$ cat config.mk
export PLATFORM = sky130hd
export DESIGN_NAME = freq_elements
export DESIGN_NICKNAME = d
export VERILOG_FILES = /design/src/shared/freq_elem_pkg.sv /design/src/verilog/freq_elements.sv
export SDC_FILE = /design/constraint.sdc
export NUM_CORES = 2
export LEC_CHECK = 0
export ABC_AREA = 1
export ABC_CLOCK_PERIOD_IN_PS = 10800
export BUFFER_PORTS_ARGS = -buffer_cell sky130_fd_sc_hd__buf_4
export CORE_MARGIN = 10
export CORE_UTILIZATION = 60
export DETAILED_ROUTE_END_ITERATION = 6
export GPL_TIMING_DRIVEN = 0
export PLACE_DENSITY = 0.83
export SLEW_MARGIN = 10
export SYNTH_ARGS = -nofsm -noshare
export SYNTH_HDL_FRONTEND = slang
export SYNTH_SLANG_ARGS = --single-unit
$ cat constraint.sdc
create_clock -name clock -period 10.8 [get_ports clock]
set_clock_uncertainty 0.15 [all_clocks]
set_input_delay 0.54 -clock clock [delete_from_list [all_inputs] [get_ports clock]]
set_output_delay 0.54 -clock clock [all_outputs]
set_load 0.01 [all_outputs]
$ cat src/shared/freq_elem_pkg.sv
// Constants shared by the frequency element block
package freq_elem_pkg;

  // Clock and element set
  localparam int unsigned CLK_HZ     = 40_000_000;
  localparam int unsigned ELEM_COUNT = 6;

  // Quarter power-system cycle, derived from the clock rate
  localparam int unsigned NOM_HZ_60  = 60;
  localparam int unsigned NOM_HZ_50  = 50;
  localparam int unsigned QTR_CYC_60 = CLK_HZ / (4 * NOM_HZ_60);
  localparam int unsigned QTR_CYC_50 = CLK_HZ / (4 * NOM_HZ_50);
  localparam int unsigned DIV_W      = 18;

  // Widths
  localparam int unsigned ADDR_W = 8;
  localparam int unsigned DATA_W = 32;
  localparam int unsigned VOLT_W = 16;
  localparam int unsigned PICK_W = 13;
  localparam int unsigned DLY_W  = 16;
  localparam int unsigned PER_W  = 21;
  localparam int unsigned CNT_W  = 3;
  localparam int unsigned PROD_W = PICK_W + PER_W;

  // Frequency in centihertz is CLK_HZ * 100 / period
  localparam logic [PROD_W-1:0] FREQ_SCALE =
    PROD_W'(64'(CLK_HZ) * 64'd100);
  localparam logic [PICK_W-1:0] NOM60_CHZ = 13'h1770;
  localparam logic [PICK_W-1:0] NOM50_CHZ = 13'h1388;

  // Delay in quarter cycles: 2.00 to 16000.00 cycles
  localparam logic [DLY_W-1:0] DLY_MIN = 16'h0008;
  localparam logic [DLY_W-1:0] DLY_MAX = 16'hFA00;

  // Register offsets (byte addresses)
  localparam logic [ADDR_W-1:0] REG_CTRL    = 8'h00;
  localparam logic [ADDR_W-1:0] REG_UV_PICK = 8'h04;
  localparam logic [ADDR_W-1:0] REG_STATE   = 8'h08;
  localparam logic [ADDR_W-1:0] REG_PERIOD  = 8'h0C;
  localparam logic [ADDR_W-1:0] REG_IRQ_ST  = 8'h10;
  localparam logic [ADDR_W-1:0] REG_IRQ_CLR = 8'h14;
  localparam logic [ADDR_W-1:0] REG_IRQ_EN  = 8'h18;
  localparam logic [ADDR_W-1:0] REG_PICK0   = 8'h20;
  localparam logic [ADDR_W-1:0] REG_DLY0    = 8'h40;

  // Control field positions
  localparam int unsigned CTRL_NOM60 = 0;
  localparam int unsigned CTRL_VOFF  = 1;
  localparam int unsigned CTRL_DELTA = 2;
  localparam int unsigned CTRL_CNT   = 4;

  // State and interrupt register field positions
  localparam int unsigned ST_INST  = 0;
  localparam int unsigned ST_DLY   = 8;
  localparam int unsigned ST_BLOCK = 16;
  localparam int unsigned ST_VALID = 17;
  localparam int unsigned IRQ_BLK  = 6;
  localparam int unsigned IRQ_W    = 7;

  // Reset values
  localparam logic [PICK_W-1:0] PICK_RST = 13'h1770;
  localparam logic [VOLT_W-1:0] UVP_RST  = 16'h0000;

endpackage

$ cat src/verilog/freq_elements.sv
// Six over/underfrequency elements with a shared undervoltage block
//
// Local design decisions: the register addresses and the plain strobed port.
`timescale 1ns/1ps
module freq_elements
#(
  parameter int unsigned NUM_ELEM = freq_elem_pkg::ELEM_COUNT,
  parameter int unsigned QTR_60   = freq_elem_pkg::QTR_CYC_60,
  parameter int unsigned QTR_50   = freq_elem_pkg::QTR_CYC_50,
  // Clock rate times 100; frequency in centihertz is this over the period
  parameter logic [freq_elem_pkg::PROD_W-1:0] FREQ_NUM =
    freq_elem_pkg::FREQ_SCALE
)
(
  input  wire logic                             clock,
  input  wire logic                             reset_n,
  input  wire logic [freq_elem_pkg::ADDR_W-1:0] addr,
  input  wire logic [freq_elem_pkg::DATA_W-1:0] wdata,
  input  wire logic                             wr_en,
  input  wire logic                             rd_en,
  output logic      [freq_elem_pkg::DATA_W-1:0] rdata,
  input  wire logic                             phase_a_neutral_input,
  input  wire logic [freq_elem_pkg::VOLT_W-1:0] volt_a,
  input  wire logic [freq_elem_pkg::VOLT_W-1:0] volt_b,
  input  wire logic [freq_elem_pkg::VOLT_W-1:0] volt_c,
  output logic      [NUM_ELEM-1:0]              freq_element_instant_out,
  output logic      [NUM_ELEM-1:0]              freq_element_delayed_out,
  output logic                                  freq_undervoltage_block_bit,
  output logic                                  irq
);
  import freq_elem_pkg::*;

  initial
  begin
    if (NUM_ELEM < 1 || NUM_ELEM > 6)
      $error("NUM_ELEM must be 1 to 6");
    if (QTR_60 < 1 || QTR_50 < 1 || QTR_50 >= (1 << DIV_W) ||
        QTR_60 >= (1 << DIV_W))
      $error("quarter-cycle counts out of range");
    if (FREQ_NUM == '0)
      $error("frequency scale must not be zero");
  end

  // Settings
  logic                 nominal_frequency_setting_ff;
  logic                 nominal_voltage_off_ff;
  logic                 voltage_connection_type_ff;
  logic [CNT_W-1:0]     freq_element_count_enable_ff;
  logic [VOLT_W-1:0]    freq_undervoltage_block_pickup_ff;
  logic [PICK_W-1:0]    pickup_ff [NUM_ELEM];
  logic [DLY_W-1:0]     delay_ff  [NUM_ELEM];

  // Measurement and element state
  logic                 sync1_ff;
  logic                 sync2_ff;
  logic                 sign_ff;
  logic [PER_W-1:0]     per_cnt_ff;
  logic [PER_W-1:0]     period_ff;
  logic                 valid_ff;
  logic [DIV_W-1:0]     qdiv_ff;
  logic                 qtick_ff;
  logic                 block_ff;
  logic [NUM_ELEM-1:0]  inst_ff;
  logic [NUM_ELEM-1:0]  dly_ff;
  logic [DLY_W-1:0]     tmr_ff [NUM_ELEM];
  logic [IRQ_W-1:0]     irq_st_ff;
  logic [IRQ_W-1:0]     irq_en_ff;
  logic [DATA_W-1:0]    rdata_ff;

  logic                 rise;
  logic                 any_on;
  logic                 nxt_block;
  logic [PICK_W-1:0]    nominal;
  logic [NUM_ELEM-1:0]  elem_on;
  logic [NUM_ELEM-1:0]  over;
  logic [NUM_ELEM-1:0]  above;
  logic [NUM_ELEM-1:0]  nxt_inst;
  logic [NUM_ELEM-1:0]  nxt_dly;
  logic [IRQ_W-1:0]     irq_set;
  logic [IRQ_W-1:0]     irq_clr;
  logic [DATA_W-1:0]    nxt_rdata;

  // Control and block pickup registers
  always_ff @(posedge clock)
  begin
    if (!reset_n)
    begin
      nominal_frequency_setting_ff      <= 1'b1;
      nominal_voltage_off_ff            <= 1'b0;
      voltage_connection_type_ff        <= 1'b0;
      freq_element_count_enable_ff      <= '0;
      freq_undervoltage_block_pickup_ff <= UVP_RST;
    end
    else if (wr_en && addr == REG_CTRL)
    begin
      nominal_frequency_setting_ff <= wdata[CTRL_NOM60];
      nominal_voltage_off_ff       <= wdata[CTRL_VOFF];
      voltage_connection_type_ff   <= wdata[CTRL_DELTA];
      freq_element_count_enable_ff <= wdata[CTRL_CNT +: CNT_W];
    end
    else if (wr_en && addr == REG_UV_PICK)
      freq_undervoltage_block_pickup_ff <= wdata[VOLT_W-1:0];
  end

  // Phase A sign passes two flops before the edge detector
  always_ff @(posedge clock)
  begin
    if (!reset_n)
    begin
      sync1_ff <= 1'b0;
      sync2_ff <= 1'b0;
      sign_ff  <= 1'b0;
    end
    else
    begin
      sync1_ff <= phase_a_neutral_input;
      sync2_ff <= sync1_ff;
      sign_ff  <= sync2_ff;
    end
  end

  assign rise = sync2_ff && !sign_ff;

  // Period between rising zero crossings; saturates on a dead input
  always_ff @(posedge clock)
  begin
    if (!reset_n)
    begin
      per_cnt_ff <= '0;
      period_ff  <= '1;
      valid_ff   <= 1'b0;
    end
    else if (rise)
    begin
      per_cnt_ff <= PER_W'(1);
      period_ff  <= per_cnt_ff;
      valid_ff   <= valid_ff || per_cnt_ff != '0;
    end
    else if (per_cnt_ff != '0 && per_cnt_ff != '1)
      per_cnt_ff <= per_cnt_ff + PER_W'(1);
    else if (per_cnt_ff == '1)
      period_ff  <= '1;
    else
      per_cnt_ff <= per_cnt_ff;
  end

  // Quarter-cycle enable follows the nominal setting
  always_ff @(posedge clock)
  begin
    if (!reset_n)
    begin
      qdiv_ff  <= '0;
      qtick_ff <= 1'b0;
    end
    // At or past the end, so a switch to the shorter count cannot stall
    else if (qdiv_ff >= DIV_W'((nominal_frequency_setting_ff ?
                                QTR_60 : QTR_50) - 1))
    begin
      qdiv_ff  <= '0;
      qtick_ff <= 1'b1;
    end
    else
    begin
      qdiv_ff  <= qdiv_ff + DIV_W'(1);
      qtick_ff <= 1'b0;
    end
  end

  // Shared undervoltage block
  assign nominal = nominal_frequency_setting_ff ? NOM60_CHZ
                                                : NOM50_CHZ;
  assign any_on  = freq_element_count_enable_ff != '0;

  always_comb
  begin
    if (nominal_voltage_off_ff)
      nxt_block = volt_a < freq_undervoltage_block_pickup_ff;
    else
      nxt_block = volt_a < freq_undervoltage_block_pickup_ff ||
                  volt_b < freq_undervoltage_block_pickup_ff ||
                  volt_c < freq_undervoltage_block_pickup_ff;
    nxt_block = nxt_block && any_on;
  end

  always_ff @(posedge clock)
  begin
    if (!reset_n)
      block_ff <= 1'b0;
    else
      block_ff <= nxt_block;
  end

  // Per-element settings, comparison and delay timer
  for (genvar i = 0; i < NUM_ELEM; i++)
  begin : g_elem
    assign elem_on[i] = CNT_W'(i) < freq_element_count_enable_ff;
    assign over[i]    = pickup_ff[i] >= nominal;
    // Cross-multiplied so no divider is needed
    assign above[i]   = PROD_W'(pickup_ff[i]) * PROD_W'(period_ff)
                        < FREQ_NUM;
    assign nxt_inst[i] = elem_on[i] && valid_ff && !nxt_block &&
                         (over[i] ? above[i]
                                  : !above[i]);
    assign nxt_dly[i]  = nxt_inst[i] && tmr_ff[i] >= delay_ff[i];

    always_ff @(posedge clock)
    begin
      if (!reset_n)
      begin
        pickup_ff[i] <= PICK_RST;
        delay_ff[i]  <= DLY_MIN;
      end
      else if (wr_en && addr == REG_PICK0 + ADDR_W'(4 * i))
        pickup_ff[i] <= wdata[PICK_W-1:0];
      else if (wr_en && addr == REG_DLY0 + ADDR_W'(4 * i))
      begin
        // Out-of-range delays clamp to the legal span
        if (wdata[DLY_W-1:0] < DLY_MIN)
          delay_ff[i] <= DLY_MIN;
        else if (wdata[DLY_W-1:0] > DLY_MAX)
          delay_ff[i] <= DLY_MAX;
        else
          delay_ff[i] <= wdata[DLY_W-1:0];
      end
    end

    always_ff @(posedge clock)
    begin
      if (!reset_n)
        tmr_ff[i] <= '0;
      else if (!nxt_inst[i])
        tmr_ff[i] <= '0;
      else if (qtick_ff && tmr_ff[i] != '1)
        tmr_ff[i] <= tmr_ff[i] + DLY_W'(1);
    end
  end

  always_ff @(posedge clock)
  begin
    if (!reset_n)
    begin
      inst_ff <= '0;
      dly_ff  <= '0;
    end
    else
    begin
      inst_ff <= nxt_inst;
      dly_ff  <= nxt_dly;
    end
  end

  assign freq_element_instant_out    = inst_ff;
  assign freq_element_delayed_out    = dly_ff;
  assign freq_undervoltage_block_bit = block_ff;

  // Sticky events; a set in the clear cycle wins
  always_comb
  begin
    irq_set                = '0;
    irq_set[NUM_ELEM-1:0]  = nxt_dly & ~dly_ff;
    irq_set[IRQ_BLK]       = nxt_block && !block_ff;
  end
  assign irq_clr = (wr_en && addr == REG_IRQ_CLR) ?
                   wdata[IRQ_W-1:0] : '0;

  always_ff @(posedge clock)
  begin
    if (!reset_n)
    begin
      irq_st_ff <= '0;
      irq_en_ff <= '0;
    end
    else
    begin
      irq_st_ff <= (irq_st_ff & ~irq_clr) | irq_set;
      if (wr_en && addr == REG_IRQ_EN)
        irq_en_ff <= wdata[IRQ_W-1:0];
    end
  end

  assign irq = |(irq_st_ff & irq_en_ff);

  // Read path, data one cycle after the strobe
  always_comb
  begin
    nxt_rdata = '0;
    if (addr == REG_CTRL)
    begin
      nxt_rdata[CTRL_NOM60] = nominal_frequency_setting_ff;
      nxt_rdata[CTRL_VOFF]  = nominal_voltage_off_ff;
      nxt_rdata[CTRL_DELTA] = voltage_connection_type_ff;
      nxt_rdata[CTRL_CNT +: CNT_W] = freq_element_count_enable_ff;
    end
    else if (addr == REG_UV_PICK)
      nxt_rdata[VOLT_W-1:0] = freq_undervoltage_block_pickup_ff;
    else if (addr == REG_STATE)
    begin
      nxt_rdata[ST_INST +: NUM_ELEM] = inst_ff;
      nxt_rdata[ST_DLY +: NUM_ELEM]  = dly_ff;
      nxt_rdata[ST_BLOCK]            = block_ff;
      nxt_rdata[ST_VALID]            = valid_ff;
    end
    else if (addr == REG_PERIOD)
      nxt_rdata[PER_W-1:0] = period_ff;
    else if (addr == REG_IRQ_ST)
      nxt_rdata[IRQ_W-1:0] = irq_st_ff;
    else if (addr == REG_IRQ_EN)
      nxt_rdata[IRQ_W-1:0] = irq_en_ff;
    else
    begin
      for (int k = 0; k < NUM_ELEM; k++)
      begin
        if (addr == REG_PICK0 + ADDR_W'(4 * k))
          nxt_rdata[PICK_W-1:0] = pickup_ff[k];
        if (addr == REG_DLY0 + ADDR_W'(4 * k))
          nxt_rdata[DLY_W-1:0] = delay_ff[k];
      end
    end
  end

  always_ff @(posedge clock)
  begin
    if (!reset_n)
      rdata_ff <= '0;
    else if (rd_en)
      rdata_ff <= nxt_rdata;
    else
      rdata_ff <= '0;
  end

  assign rdata = rdata_ff;

  for (genvar j = 0; j < NUM_ELEM; j++)
  begin : g_chk

  end
endmodule

==> impl_metrics.yaml <==
clocking:
  cts_hold_buf: 0
  cts_tree: "yes"
  clockRootBuffer: "clkbuf_16"
  cts_inserted_buffers: 39
  clk_latency_ns: 0.60
  cts-resized-gates: 0
  cts_buffer_depth: 3
  cts_setup_buffers: 0
  clkTransAtPathRegs_ns: 0.07
  cts_num_sinks: 405
  htree_levels: 2
sta:
  period_share_pct: 93.6
  rsz0062_at_grt: "no"
  slew_viol_final: 11
  tightest_slew_ns: 1.56
  tns_ns: 0
  relSlewSlack_pct: -3.70
  min_period_ns: 10.11
  finalHoldViolCount: 0
  max_freq_ghz: 0.0989
  setup_viol: 0
min_path:
  hold_class: "in -> reg"
  worstHoldStart: "phase_a_neutral_input"
yosys:
  ys_seq_elements: 405
  synthCells: 10800
  synthesis.area_um2: 79400
  synth_area_per_cell_um2: 7.36
  synth_cell_types: 62
  synth_edf_count: 270
  seq_area_frac_synth_pct: 13.6
  async_flop_share_pct: 0
  yosysTopAreaCell: "fa_1"
  synthTopCellsByArea: "fa_1 31%, nand2_1 14%, inv_1 13%"
  synth_flop_cell: "edfxtp_1"
  synth_top_area_share_pct: 31.5
  yosysMostFrequentCell: "nand2_1"
  synthTopCellsByCount: "2,997 x nand2_1, 2,839 x inv_1, 1,248 x fa_1, 659 x nor2_1, 644 x ha_1"
  yosysWarnings: 0
die:
  die_width_um: 384
  start_util_pct: 60.4
  dieArea_um2: 147000
  row_count: 133
  core-area_um2: 131000
  die_h_um: 384
  io_pins: 139
grt:
  antenna_found_initial: 10
  grt_pass1_vias: 73000
  grt_start_max_net_pins: 26
  grt_overflow: 0
  grt_pass1_wl_um: 427000
  grtUsageTotal_pct: 37.9
worst_setup_path:
  startpoint: "period_ff[0]"
  crit_type: "reg -> reg"
  crit_path_max_fanout: 16
  r2r-start: "period_ff[0]"
  crit_path_end_kind: "flop"
  crit_required_ns: 10.82
  startpoint_type: "flop"
  arrival_ns: 10.13
status:
  violations: "max-capacitance violations, max-slew violations"
  status: "finished, violations left"
cells_and_area:
  final_net_count: 12900
  drive_above_1_share_pct: 3.17
  syn2layout_area_growth_pct: 5.64
  fin_util_pct: 63.8
routing:
  first_iter_violations: 8238
  drc: 0
  routed_wl_um: 281000
  drtPass1Iterations: 7
  detail-route-antenna-nets: 0
  avgViaCountPerCell: 5.75
  wire_per_inst_um: 22.0
  vias: 73400
placement:
  io_buffers: 109
  dp_hpwl_um: 228000
  globalplace.congestion: 1.06
flow_run:
  drv_cap: 1
## critical path, cell delays in order (launching register included)
cell and delay (ns):
dfxtp_1 0.41, buf_4 0.34, clkbuf_1 0.86, buf_1 1.02
nand2_1 0.18, fa_1 0.52, fa_1 0.50, inv_1 0.05
fa_1 0.49, fa_1 0.56, inv_1 0.06, fa_1 0.62
inv_1 0.07, ha_1 0.36, nand2_1 0.16, nor4_1 0.55
nand2_1 0.14, nand2_2 0.15, nand3_1 0.11, nand2_1 0.09
nand2_1 0.05, nand2_1 0.09, nand2_1 0.06, a21oi_1 0.39
nand4_1 0.64, nand4_4 0.41, buf_6 0.20, nand2_1 0.42
## final timing paths
| path | endpoint | depth (start not counted) | slack (ns) |
|---|---|---|---|
| min | sync1_ff | 3 | 0.07 |
| min reg2reg | sign_ff | 2 | 0.28 |
| max reg2reg | tmr_ff[1][3] | 27 | 0.69 |
| max | tmr_ff[1][3] | 27 | 0.69 |
## cell type report
| cell class | count | area [µm²] |
|---|---|---|
| Multi-Input combinational cell | 7127 | 56300 |
| Fill cell | 11600 | 47600 |
| Sequential cell | 405 | 10800 |
| Inverter | 2846 | 10700 |
| Tap cell | 1755 | 2200 |
| Buffer | 416 | 1690 |
| Clock buffer | 48 | 1030 |
| Timing Repair Buffer | 119 | 930 |
| Clock inverter | 23 | 205 |
| Antenna cell | 14 | 35.0 |
## through the flow
step           hold WS, ns  cell area (µm²)  instances  worst slack, ns
2_1_floorplan        0.240            79400      10800             4.06
3_3_place_gp         0.247            82400      12700             1.15
3_5_place_dp         0.273            82500      12700             1.17
4_1_cts             0.0438            83800      12700             1.10
5_1_grt             0.0793            83800      12700            0.701
6_report            0.0701            83800      12800            0.687
## kinds of logic after synthesis
family          after synthesis  share of synthesized area [%]
flops                       405                           13.6
other cells                   1                        0.00472
fa+ha+maj                  1892                           41.6
xor+xnor                    153                           1.69
buf+inv                    3262                           15.6
compound gates              756                           5.37
mux                           1                         0.0126
simple gates               4314                           22.1
## flip-flops by register name, summed over array words and instances (netlist names), 16 cells and up
signal / count
tmr_ff: 96
qdiv_ff: 18
period_ff: 21
pickup_ff: 78
rdata: 21
freq_undervoltage_block_pickup_ff: 16
delay_ff: 96
per_cnt_ff: 21
## per-layer routing
metal | track usage [%] | share of wire (%) | vias up
met1 | 47.1 | 35 | 34700
met2 | 55.1 | 41 | 5266
li1 | - | - | 32200
met3 | 14.7 | 16 | 1235
met4 | 24.0 | 7.9 | 12
met5 | 0.0974 | 0.029 | -
## cells in the final DEF (no fill, tap or decap), types with 8 or more instances in the layout
master | netlist | layout
nor4_1 | 38 | 38
o21bai_1 | 30 | 30
inv_1 | 2839 | 2838
nor3_1 | 81 | 81
fa_1 | 1248 | 1248
buf_6 | 7 | 8
or2_2 | 20 | 20
o21a_1 | 10 | 10
ha_1 | 644 | 644
dfxtp_1 | 135 | 134
nand3b_1 | 27 | 27
clkbuf_16 | 0 | 40
nor2_1 | 659 | 659
edfxtp_1 | 270 | 270
nand2_2 | 17 | 17
clkbuf_1 | 313 | 295
conb_1 | 1 | 11
nand2_1 | 2997 | 2997
xnor2_1 | 48 | 48
nand4_1 | 91 | 91
and2_1 | 12 | 12
a31oi_1 | 21 | 21
xor2_1 | 105 | 105
a21oi_1 | 343 | 343
buf_4 | 12 | 127
nand3_1 | 291 | 291
o21ai_0 | 214 | 210
o211ai_1 | 32 | 32
diode_2 | 0 | 14
clkbuf_2 | 0 | 26
nor2_2 | 51 | 51
a21o_1 | 18 | 18
a221oi_1 | 8 | 8
buf_1 | 84 | 84
o22ai_1 | 33 | 33
Power is not shown: default switching activity piles up to over one toggle a cycle in this logic, so the estimate is an artifact.
